### src/i2c_sbi_pkg.sv
// Constants, field layout and types shared by the two-wire serial bus interface.
// Assumes a 25 MHz register clock and APB byte addresses of four times the index.
`default_nettype none
package i2c_sbi_pkg;
  localparam int ADDR_W = 12;
  localparam int IDX_W = 10;
  // Register indices; the APB byte address is four times the index
  localparam logic [IDX_W-1:0] IDX_DATA = 10'h241;
  localparam logic [IDX_W-1:0] IDX_OWN_ADDR = 10'h242;
  localparam logic [IDX_W-1:0] IDX_STATUS = 10'h243;
  localparam logic [IDX_W-1:0] IDX_IDLE = 10'h244;
  localparam logic [IDX_W-1:0] IDX_CTRL1 = 10'h245;
  localparam logic [IDX_W-1:0] IDX_CTRL0 = 10'h246;
  // Status and control_reg_two bit positions
  localparam int POS_MST = 7;
  localparam int POS_TRX = 6;
  localparam int POS_BB = 5;
  localparam int POS_PIN = 4;
  localparam int POS_AL = 3;
  localparam int POS_AAS = 2;
  localparam int POS_AD0 = 1;
  localparam int POS_LRB = 0;
  // control_reg_one, control_reg_zero, idle_mode_control, own_slave_address
  localparam int POS_BC_LSB = 5;
  localparam int POS_ACK = 4;
  localparam int POS_EN = 7;
  localparam int POS_RUN_IDLE = 6;
  localparam int POS_ALS = 0;
  // Reset values
  localparam logic [7:0] OWN_ADDR_RST = 8'h00;
  localparam logic [2:0] BC_RST = 3'h0;
  localparam logic ACK_RST = 1'b0;
  localparam logic EN_RST = 1'b0;
  localparam logic RUN_IDLE_RST = 1'b0;
  localparam logic PIN_RST = 1'b1;
  // Register clock period and master clock half period
  localparam int CLK_NS = 40;
  localparam int SCL_HALF_NS = 5000;
  localparam int SCL_HALF_CYC = (SCL_HALF_NS + CLK_NS - 1) / CLK_NS;

  typedef enum {M_IDLE, M_START, M_LOW, M_HIGH, M_STOP_LOW, M_STOP_HIGH} master_state_type;

  // Bits per word: code 000 stands for a full eight-bit word
  function automatic logic [3:0] word_bits(input logic [2:0] bc);
    word_bits = (bc == 3'h0) ? 4'h8 : {1'b0, bc};
  endfunction
endpackage
`default_nettype wire

### src/sbi_sync3.sv
// Three-stage synchroniser for a bus pin sampled on the register clock.
// The output only follows once the second and third stages agree.
`default_nettype none
module sbi_sync3 (
  input wire logic ref_clk_i, // Register clock
  input wire logic reset_i,   // Asynchronous reset, active high
  input wire logic ce_i,      // Clock enable
  input wire logic async_i,   // Pin level from outside the domain
  output logic sync_o         // Filtered level
);
  logic s1_reg;
  logic s2_reg;
  logic s3_reg;

  always_ff @(posedge ref_clk_i or posedge reset_i)
  begin
    if (reset_i)
    begin
      s1_reg <= 1'b1;
      s2_reg <= 1'b1;
      s3_reg <= 1'b1;
      sync_o <= 1'b1;
    end
    else if (ce_i)
    begin
      s1_reg <= async_i;
      s2_reg <= s1_reg;
      s3_reg <= s2_reg;
      if (s2_reg == s3_reg)
        sync_o <= s3_reg;
    end
  end
endmodule
`default_nettype wire

### src/sbi_shifter.sv
// Word shifter following the bus clock edges, for master and slave alike.
// Assumes edge and start pulses come from already synchronised levels.
`default_nettype none
module sbi_shifter (
  input wire logic ref_clk_i,        // Register clock
  input wire logic reset_i,          // Asynchronous reset, active high
  input wire logic run_i,            // Engine enable
  input wire logic scl_rise_i,       // Bus clock rose
  input wire logic scl_fall_i,       // Bus clock fell
  input wire logic start_det_i,      // Start condition seen
  input wire logic sda_i,            // Synchronised data line
  input wire logic load_i,           // Load transmit word
  input wire logic [7:0] load_data_i, // Transmit word
  input wire logic [3:0] bits_i,     // Bits per word
  input wire logic ack_en_i,         // Acknowledge mode
  input wire logic trx_i,            // Transmitting
  input wire logic engage_i,         // Taking part in this transfer
  input wire logic ack_allow_i,      // Receiver may acknowledge
  output logic sda_low_o,            // Pull data line low
  output logic [7:0] rx_data_o,      // Received word
  output logic last_bit_o,           // Last bit sampled
  output logic done_o,               // One-cycle pulse: word complete
  output logic arb_lost_o            // One-cycle pulse: line differed from ours
);
  logic [7:0] tx_sh_reg;
  logic [3:0] bit_num_reg;
  logic sampled_reg;
  logic [3:0] total;
  logic in_ack;

  assign total = bits_i + {3'h0, ack_en_i};
  assign in_ack = ack_en_i && (bit_num_reg == bits_i);
  // Receiver acks low, transmitter lets go of the line
  assign sda_low_o = engage_i && (in_ack ? (!trx_i && ack_allow_i)
                                         : (trx_i && !tx_sh_reg[7]));

  always_ff @(posedge ref_clk_i or posedge reset_i)
  begin
    if (reset_i)
    begin
      tx_sh_reg <= 8'hFF;
      bit_num_reg <= 4'h0;
      sampled_reg <= 1'b0;
      rx_data_o <= 8'h00;
      last_bit_o <= 1'b0;
      done_o <= 1'b0;
      arb_lost_o <= 1'b0;
    end
    else if (run_i)
    begin
      done_o <= 1'b0;
      arb_lost_o <= 1'b0;
      if (load_i)
        tx_sh_reg <= load_data_i;
      if (start_det_i)
      begin
        bit_num_reg <= 4'h0;
        sampled_reg <= 1'b0;
        rx_data_o <= 8'h00;
      end
      else if (scl_rise_i)
      begin
        sampled_reg <= 1'b1;
        last_bit_o <= sda_i;
        if (!in_ack)
        begin
          rx_data_o <= {rx_data_o[6:0], sda_i};
          if (engage_i && trx_i && tx_sh_reg[7] && !sda_i)
            arb_lost_o <= 1'b1;
        end
      end
      else if (scl_fall_i && sampled_reg)
      begin
        sampled_reg <= 1'b0;
        if (bit_num_reg + 4'h1 >= total)
        begin
          bit_num_reg <= 4'h0;
          done_o <= 1'b1;
        end
        else
        begin
          bit_num_reg <= bit_num_reg + 4'h1;
          if (!in_ack && !load_i)
            tx_sh_reg <= {tx_sh_reg[6:0], 1'b1};
        end
      end
    end
  end
endmodule
`default_nettype wire

### src/i2c_serial_bus_interface_ctrl.sv
// Two-wire serial bus interface: APB registers, master clock, slave matching.
// Assumes APB from the register clock domain and open-drain bus pins outside.
`default_nettype none
module i2c_serial_bus_interface_ctrl (
  input wire logic ref_clk_i,                        // Register clock, 25 MHz
  input wire logic reset_i,                          // Asynchronous reset
  input wire logic ce_i,                             // Clock enable, freezes all
  input wire logic second_idle_mode_i,               // Chip in second idle mode
  input wire logic psel_i,                           // APB select
  input wire logic penable_i,                        // APB enable
  input wire logic pwrite_i,                         // APB direction
  input wire logic [i2c_sbi_pkg::ADDR_W-1:0] paddr_i, // APB byte address
  input wire logic [31:0] pwdata_i,                  // APB write data
  output logic [31:0] prdata_o,                      // APB read data
  output logic pready_o,                             // APB ready
  output logic pslverr_o,                            // APB error
  input wire logic scl_i,                            // Clock line level
  output logic scl_o,                                // Clock line drive value
  output logic scl_oe_n_o,                           // Clock line enable, low drives
  input wire logic sda_i,                            // Data line level
  output logic sda_o,                                // Data line drive value
  output logic sda_oe_n_o                            // Data line enable, low drives
);
  import i2c_sbi_pkg::*;

  logic scl_s;
  logic sda_s;
  logic scl_d_reg;
  logic sda_d_reg;
  logic run;
  logic scl_rise;
  logic scl_fall;
  logic start_det;
  logic stop_det;
  logic [IDX_W-1:0] idx;
  logic mapped;
  logic acc_done;
  logic wr;
  logic rd;
  logic wr_data;
  logic rd_data;
  logic wr_cr2;
  logic [7:0] rd_mux;
  logic [7:0] own_addr_reg;
  logic run_in_idle_reg;
  logic [2:0] bc_reg;
  logic ack_reg;
  logic en_reg;
  logic mst_reg;
  logic trx_reg;
  logic bb_reg;
  logic pin_reg;
  logic al_reg;
  logic aas_reg;
  logic ad0_reg;
  logic lrb_reg;
  logic slave_sel_reg;
  logic first_word_reg;
  logic start_req_reg;
  logic stop_req_reg;
  master_state_type m_state_reg;
  logic [7:0] m_cnt_reg;
  logic half_up;
  logic m_scl_low;
  logic m_sda_low;
  logic sh_sda_low;
  logic [7:0] rx_data;
  logic last_bit;
  logic sh_done;
  logic sh_arb;
  logic arb_lost;
  logic hit;
  logic engage;
  logic ack_allow;
  logic word_ev;
  logic start_cmd;
  logic stop_cmd;

  sbi_sync3 u_scl_sync (
    .ref_clk_i(ref_clk_i),
    .reset_i(reset_i),
    .ce_i(ce_i),
    .async_i(scl_i),
    .sync_o(scl_s)
  );

  sbi_sync3 u_sda_sync (
    .ref_clk_i(ref_clk_i),
    .reset_i(reset_i),
    .ce_i(ce_i),
    .async_i(sda_i),
    .sync_o(sda_s)
  );

  // Registers stay reachable in idle; only the bus engine stops
  assign run = ce_i && !(second_idle_mode_i && !run_in_idle_reg);

  always_ff @(posedge ref_clk_i or posedge reset_i)
  begin
    if (reset_i)
    begin
      scl_d_reg <= 1'b1;
      sda_d_reg <= 1'b1;
    end
    else if (run)
    begin
      scl_d_reg <= scl_s;
      sda_d_reg <= sda_s;
    end
  end

  assign scl_rise = run && scl_s && !scl_d_reg;
  assign scl_fall = run && !scl_s && scl_d_reg;
  assign start_det = run && scl_s && scl_d_reg && sda_d_reg && !sda_s;
  assign stop_det = run && scl_s && scl_d_reg && !sda_d_reg && sda_s;

  // APB decode
  assign idx = paddr_i[ADDR_W-1:2];
  assign mapped = (paddr_i[1:0] == 2'b00) && (idx == IDX_DATA || idx == IDX_OWN_ADDR ||
                  idx == IDX_STATUS || idx == IDX_IDLE || idx == IDX_CTRL1 || idx == IDX_CTRL0);
  assign acc_done = ce_i && psel_i && penable_i && pready_o;
  assign wr = acc_done && pwrite_i && !pslverr_o;
  assign rd = acc_done && !pwrite_i && !pslverr_o;
  assign wr_data = wr && (idx == IDX_DATA);
  assign rd_data = rd && (idx == IDX_DATA);
  assign wr_cr2 = wr && (idx == IDX_STATUS);
  assign start_cmd = wr_cr2 && !bb_reg && (pwdata_i[7:4] == 4'hF);
  assign stop_cmd = wr_cr2 && bb_reg && (pwdata_i[7:4] == 4'hD);

  always_comb
  begin
    rd_mux = 8'h00;
    case (idx)
      IDX_DATA: rd_mux = rx_data;
      IDX_OWN_ADDR: rd_mux = own_addr_reg;
      IDX_STATUS: rd_mux = {mst_reg, trx_reg, bb_reg, pin_reg && en_reg,
                            al_reg, aas_reg, ad0_reg, lrb_reg};
      IDX_IDLE: rd_mux = {1'b0, run_in_idle_reg, 6'h00};
      IDX_CTRL1: rd_mux = {bc_reg, ack_reg, 4'h0};
      IDX_CTRL0: rd_mux = {en_reg, 7'h00};
      default: rd_mux = 8'h00;
    endcase
  end

  // Read data is captured in the setup cycle, so every access has no wait state
  always_ff @(posedge ref_clk_i or posedge reset_i)
  begin
    if (reset_i)
    begin
      prdata_o <= 32'h0000_0000;
      pready_o <= 1'b0;
      pslverr_o <= 1'b0;
    end
    else if (ce_i)
    begin
      pready_o <= psel_i && !penable_i;
      if (psel_i && !penable_i)
      begin
        prdata_o <= {24'h00_0000, rd_mux};
        pslverr_o <= !mapped;
      end
    end
  end

  // Plain software settings
  always_ff @(posedge ref_clk_i or posedge reset_i)
  begin
    if (reset_i)
    begin
      own_addr_reg <= OWN_ADDR_RST;
      run_in_idle_reg <= RUN_IDLE_RST;
      ack_reg <= ACK_RST;
      en_reg <= EN_RST;
    end
    else if (ce_i)
    begin
      if (wr && idx == IDX_OWN_ADDR)
        own_addr_reg <= pwdata_i[7:0];
      if (wr && idx == IDX_IDLE)
        run_in_idle_reg <= pwdata_i[POS_RUN_IDLE];
      if (wr && idx == IDX_CTRL1)
        ack_reg <= pwdata_i[POS_ACK];
      if (wr && idx == IDX_CTRL0)
        en_reg <= pwdata_i[POS_EN];
    end
  end

  // Bit count: a start wins over a software write in the same cycle
  always_ff @(posedge ref_clk_i or posedge reset_i)
  begin
    if (reset_i)
      bc_reg <= BC_RST;
    else if (ce_i)
    begin
      if (start_det)
        bc_reg <= 3'h0;
      else if (wr && idx == IDX_CTRL1)
        bc_reg <= pwdata_i[POS_BC_LSB+2:POS_BC_LSB];
    end
  end

  // Address match: own address in bits 7..1, or an all-zero general call
  assign hit = (rx_data[7:1] == own_addr_reg[7:1]) || (rx_data == 8'h00);
  assign engage = en_reg && (mst_reg || slave_sel_reg || first_word_reg);
  assign ack_allow = mst_reg || !first_word_reg || own_addr_reg[POS_ALS] || hit;
  assign word_ev = sh_done && en_reg && (mst_reg || slave_sel_reg ||
                   (first_word_reg && (own_addr_reg[POS_ALS] || hit)));
  assign arb_lost = sh_arb && mst_reg;

  // Bus state, role and address detection
  always_ff @(posedge ref_clk_i or posedge reset_i)
  begin
    if (reset_i)
    begin
      bb_reg <= 1'b0;
      mst_reg <= 1'b0;
      trx_reg <= 1'b0;
      slave_sel_reg <= 1'b0;
      first_word_reg <= 1'b0;
      aas_reg <= 1'b0;
      ad0_reg <= 1'b0;
      lrb_reg <= 1'b0;
    end
    else if (ce_i)
    begin
      if (start_det)
        bb_reg <= 1'b1;
      else if (stop_det)
        bb_reg <= 1'b0;
      if (sh_done)
        lrb_reg <= last_bit;
      if (start_det)
      begin
        first_word_reg <= 1'b1;
        aas_reg <= 1'b0;
        ad0_reg <= 1'b0;
      end
      else if (sh_done)
        first_word_reg <= 1'b0;
      if (stop_det || arb_lost)
      begin
        mst_reg <= 1'b0;
        trx_reg <= 1'b0;
        slave_sel_reg <= 1'b0;
      end
      else if (sh_done && first_word_reg && !mst_reg && word_ev)
      begin
        slave_sel_reg <= 1'b1;
        aas_reg <= !own_addr_reg[POS_ALS];
        ad0_reg <= (rx_data == 8'h00);
        trx_reg <= rx_data[0];
      end
      else if (sh_done && first_word_reg && mst_reg && !last_bit)
        trx_reg <= !rx_data[0];
      else if (wr_cr2)
      begin
        mst_reg <= pwdata_i[POS_MST];
        trx_reg <= pwdata_i[POS_TRX];
      end
    end
  end

  // Pending-inverse and arbitration flags; hardware events win over software
  always_ff @(posedge ref_clk_i or posedge reset_i)
  begin
    if (reset_i)
    begin
      pin_reg <= PIN_RST;
      al_reg <= 1'b0;
    end
    else if (ce_i)
    begin
      if (word_ev)
        pin_reg <= 1'b0;
      else if (wr_data || rd_data || (wr_cr2 && pwdata_i[POS_PIN]))
        pin_reg <= 1'b1;
      if (arb_lost)
        al_reg <= 1'b1;
      else if (wr_data || rd_data || wr_cr2)
        al_reg <= 1'b0;
    end
  end

  // Master clock generator; high phase counts only while the line is really high
  assign half_up = (m_cnt_reg >= 8'(SCL_HALF_CYC - 1));

  always_ff @(posedge ref_clk_i or posedge reset_i)
  begin
    if (reset_i)
    begin
      m_state_reg <= M_IDLE;
      m_cnt_reg <= 8'h00;
      start_req_reg <= 1'b0;
      stop_req_reg <= 1'b0;
    end
    else if (ce_i)
    begin
      if (start_cmd)
        start_req_reg <= 1'b1;
      if (stop_cmd)
        stop_req_reg <= 1'b1;
      if (run)
      begin
        m_cnt_reg <= half_up ? 8'h00 : m_cnt_reg + 8'h01;
        case (m_state_reg)
          M_IDLE:
          begin
            m_cnt_reg <= 8'h00;
            stop_req_reg <= 1'b0;
            if (start_req_reg && !bb_reg)
            begin
              start_req_reg <= 1'b0;
              m_state_reg <= M_START;
            end
          end
          M_START:
            if (half_up)
              m_state_reg <= M_LOW;
          M_LOW:
            if (arb_lost || !mst_reg)
              m_state_reg <= M_IDLE;
            else if (!pin_reg)
              m_cnt_reg <= 8'h00;
            else if (half_up)
              m_state_reg <= stop_req_reg ? M_STOP_LOW : M_HIGH;
          M_HIGH:
            if (arb_lost || !mst_reg)
              m_state_reg <= M_IDLE;
            else if (!scl_s)
              m_cnt_reg <= 8'h00;
            else if (half_up)
              m_state_reg <= M_LOW;
          M_STOP_LOW:
            if (half_up)
              m_state_reg <= M_STOP_HIGH;
          M_STOP_HIGH:
            if (half_up)
              m_state_reg <= M_IDLE;
          default:
            m_state_reg <= M_IDLE;
        endcase
      end
    end
  end

  assign m_scl_low = (m_state_reg == M_LOW) || (m_state_reg == M_STOP_LOW);
  assign m_sda_low = (m_state_reg == M_START) || (m_state_reg == M_STOP_LOW) ||
                     (m_state_reg == M_STOP_HIGH);

  sbi_shifter u_shifter (
    .ref_clk_i(ref_clk_i),
    .reset_i(reset_i),
    .run_i(run),
    .scl_rise_i(scl_rise),
    .scl_fall_i(scl_fall),
    .start_det_i(start_det),
    .sda_i(sda_s),
    .load_i(wr_data),
    .load_data_i(pwdata_i[7:0]),
    .bits_i(word_bits(bc_reg)),
    .ack_en_i(ack_reg),
    .trx_i(trx_reg && (mst_reg || slave_sel_reg)),
    .engage_i(engage),
    .ack_allow_i(ack_allow),
    .sda_low_o(sh_sda_low),
    .rx_data_o(rx_data),
    .last_bit_o(last_bit),
    .done_o(sh_done),
    .arb_lost_o(sh_arb)
  );

  // Pins: the clock is held low while a word waits for software
  always_ff @(posedge ref_clk_i or posedge reset_i)
  begin
    if (reset_i)
    begin
      scl_o <= 1'b0;
      sda_o <= 1'b0;
      scl_oe_n_o <= 1'b1;
      sda_oe_n_o <= 1'b1;
    end
    else if (ce_i)
    begin
      scl_o <= 1'b0;
      sda_o <= 1'b0;
      scl_oe_n_o <= !(m_scl_low ||
                      (en_reg && bb_reg && !pin_reg && (mst_reg || slave_sel_reg)));
      // A master's shifter drives only in bit phases, so start and stop own the data line
      sda_oe_n_o <= !(en_reg && (m_sda_low || (sh_sda_low && (!mst_reg ||
                      m_state_reg == M_LOW || m_state_reg == M_HIGH))));
    end
  end
endmodule
`default_nettype wire

### config.mk
export PLATFORM = sky130hd
export DESIGN_NAME = i2c_serial_bus_interface_ctrl
export DESIGN_NICKNAME = d
export VERILOG_FILES = /design/src/i2c_sbi_pkg.sv /design/src/sbi_sync3.sv /design/src/sbi_shifter.sv /design/src/i2c_serial_bus_interface_ctrl.sv
export SDC_FILE = /design/constraint.sdc
export NUM_CORES = 1
export LEC_CHECK = 0
export BUFFER_PORTS_ARGS = -buffer_cell sky130_fd_sc_hd__buf_4
export CELL_PAD_IN_SITES_DETAIL_PLACEMENT = 0
export CELL_PAD_IN_SITES_GLOBAL_PLACEMENT = 1
export CORE_UTILIZATION = 41
export CTS_BUF_LIST = sky130_fd_sc_hd__clkbuf_2
export DETAILED_ROUTE_END_ITERATION = 8
export PLACE_DENSITY_LB_ADDON = 0.1
export SLEW_MARGIN = 15
export SYNTH_ARGS = -nofsm -noshare
export SYNTH_HDL_FRONTEND = slang
export SYNTH_SLANG_ARGS = --single-unit
export TNS_END_PERCENT = 20
### constraint.sdc
create_clock -name ref_clk_i -period 3.5 [get_ports ref_clk_i]
set_clock_uncertainty 0.05 [all_clocks]
set_input_delay 0.7 -clock ref_clk_i [delete_from_list [all_inputs] [get_ports ref_clk_i]]
set_output_delay 0.7 -clock ref_clk_i [all_outputs]
set_load 0.05 [all_outputs]
==> metrics <==
Slew Viols, Final 0; fin util 45.6%; post-route insts no fill 792; Vias 4211; RSZ-0062 raised after global routing no; Clock transition at path regs 0.32 ns; final hold violation count 0; Power per Cell Area 489 nW/µm²; Worst Setup SP bc_reg[0]$_DFFE_PP0P_; htree depth 3; WS Path Type flop to flop; Mapped Cells 577; first-pass GRT wire length 21.5 mm; core area 13900 µm²; sw power 1.14 mW; routed via count divided by cell count 5.32; FF-to-FF Start bc_reg[0]$_DFFE_PP0P_; Tot GR Track Use 18.9%; slew of the pin with the lowest slew margin 0.993 ns; clock root cell clkbuf_2; Slowest Stage Delay on Critical Path 0.55 ns; Top-Level Pins 91; CTS tree built; number of buffers created by CTS 9; cell area after synthesis 5900 µm²; Switching Fraction 36.6%; Post-DP Area 6260 µm²; post-CTS sizing 0; nets@finish 669; Min Clock Period, post-route 3.13 ns; DRT Pass-1 Iters 5; layout cells sized above 1 21.1%; DR iter-0 viols 262; dpl cells 776; GR Overflow Total 0; fill count 1326; Final period util 89.4%; gp weighted congestion 0.825; worst setup margin 0.371 ns; clk sinks 112; largest net degree at the start of global routing 45; worst-path fanout max 9; ys async rst share 100%; # hold bufs at CTS 0; worst skew pair latency 0.64 ns; Die ar. 14900 µm²; Mean Syn Cell Area 10.2 µm²; type of origin of the critical path flop; PnR Total Power 3.11 mW; critical path cell sequence ha_1 -> ha_1 -> inv_1 -> ha_1 -> a211o_1 -> a211oi_2 -> o211ai_1 -> nand2_1 -> o21a_1; ANT nets after route 0; CP required 4.06 ns; die width 122 µm; area growth from synthesis to layout 7.87%; vias in the first global route 4126; R2R cell count 9; Worst VDD drop 0.000244 V; Netlist cell types 73; P_int 1.97 mW; top_reg_cell synth dfrtp_1; Comb pwr share 24.6%; final instance area 6360 µm²; Die H 122 µm; sequential element share of the synthesized area 48.0%; clk buf depth 2; number of synthesized flops with an enable pin 0; clock power share 18.1%; CP Capture Type flop; row cnt 43; Final setup viols 0; initial antenna violation count 0; Yosys Warn Count 0; Tightest Hold Check Type input pin to async pin; FMAX 320 MHz; Reg power frac 57.3%; crit path DAT 3.68 ns; critical path's most frequent cell ha_1; input/output buffers 40; post-DP HPWL 9.37 mm; FF+latch count, synth 112; outcome completed; Initial Util 42.3%; total negative slack 0 ns; Worst Hold Slack 0.173 ns; max cap viols 0; Inserted Diodes 0; Slew Limit Headroom 33.6%; Routed WL 13.0 mm; Post-CTS Setup Bufs 0; # DRC 0; pre-CTS setup slack 0.377 ns; wire length per cell 16.4 µm; number of flip-flops under the largest register name 32; LEAKAGE 2.91 nW; Slowest cell on crit path dfrtp_1
power groups by stage:
stage | logic (mW) | registers (mW) | clock network, mW
after floorplan | 0.685 | 1.70 | 0
after global placement | 0.751 | 1.80 | 0
after detailed placement | 0.771 | 1.81 | 0
after CTS | 0.775 | 1.78 | 0.597
after global routing | 0.869 | 1.82 | 0.646
final | 0.764 | 1.78 | 0.563
per-layer routing:
metal	global-route usage [%]	vias up	routed length [µm]
li1	-	2038	-
met1	25.7	2068	6290
met2	30.4	92	6060
met3	3.79	13	492
met4	5.94	0	148
met5	0	-	0
cell families (layout without fill, tap and decap cells):
logic type | count (synthesis) | after routing | share of synthesized area [%]
AND/OR/NAND/NOR | 199 | 199 | 18.6
AO/OA/AOI/OAI | 126 | 126 | 15.0
flip-flops | 112 | 112 | 48.0
buffers and inverters | 76 | 86 | 7.19
multiplexers | 41 | 41 | 7.34
XOR/XNOR | 13 | 13 | 1.93
adder cells (fa/ha/maj) | 9 | 9 | 1.91
other | 1 | 26 | 0.0636
cells in the mapped netlist (10+ instances only):
cell type / n / area share, %
a21oi_1: 17 / 1.4
buf_4: 26 / 3.3
clkbuf_1: 14 / 0.89
dfrtp_1: 91 / 39
dfstp_2: 21 / 9.4
inv_1: 22 / 1.4
mux2_2: 18 / 3.4
mux2i_1: 23 / 3.9
nand2_1: 62 / 3.9
nand3_1: 11 / 0.93
nor2_1: 27 / 1.7
nor2b_1: 17 / 1.8
nor3_1: 10 / 0.85
nor4_1: 10 / 1.1
o21a_1: 10 / 1.3
o21ai_0: 40 / 3.4
worst paths after layout:
kind	slack, ns	end
max	0.37	u_shifter.tx_sh_reg[1]$_DFFE_PP1P_
min	0.17	own_addr_reg[3]$_DFFE_PP0P_
min reg2reg	0.45	scl_oe_n_o$_DFFE_PP1P_
max reg2reg	0.37	u_shifter.tx_sh_reg[1]$_DFFE_PP1P_
max in group asynchronous	2.42	m_state_reg[23]$_DFFE_PP0P_
min in group ref_clk_i	0.22	own_addr_reg[0]$_DFFE_PP0P_
final cells by class:
cell class                      count  area, µm²  area share (%)
Sequential cell                   112       2830            44.5
Multi-Input combinational cell    414       2750            43.3
Timing Repair Buffer               47        365            5.74
Tap cell                          180        225            3.54
Inverter                           23       90.1            1.42
Clock buffer                       10       50.0           0.787
Clock inverter                      6       50.0           0.787
cell usage in the layout, fill, tap and decap left out, types with 3 or more instances in the layout:
cell / synthesis / layout
dfrtp_1: 91 / 91
nand2_1: 62 / 62
buf_4: 26 / 46
o21ai_0: 40 / 40
nor2_1: 27 / 27
conb_1: 1 / 26
mux2i_1: 23 / 23
inv_1: 22 / 21
dfstp_2: 21 / 21
mux2_2: 18 / 18
a21oi_1: 17 / 17
nor2b_1: 17 / 17
nand3_1: 11 / 11
o21a_1: 10 / 10
nor3_1: 10 / 10
clkbuf_2: 1 / 10
xnor2_1: 9 / 9
nor4_1: 10 / 9
ha_1: 9 / 9
nand2b_1: 8 / 8
nor2b_2: 8 / 8
and2b_1: 8 / 8
o22a_1: 7 / 7
nand4_1: 6 / 6
a31oi_1: 6 / 6
or3_1: 5 / 5
o2bb2ai_1: 5 / 5
xor2_1: 4 / 4
o211ai_1: 4 / 4
o31ai_1: 4 / 4
a22o_1: 4 / 4
a22oi_1: 4 / 4
o41ai_1: 3 / 3
nor3b_1: 3 / 3
and2_1: 3 / 3
a21o_1: 3 / 3
critical path: cells and delay by family, from the launching register on:
| kind | cells | cell delay, ns |
|---|---|---|
| buffers and inverters | 1 | 0.04 |
| and+or+nand+nor | 1 | 0.37 |
| adders and majority gates | 3 | 0.79 |
| AOI/OAI and AO/OA | 4 | 1.30 |
| DFF | 1 | 0.55 |
Note: power is estimated with default switching activity, not from simulation.
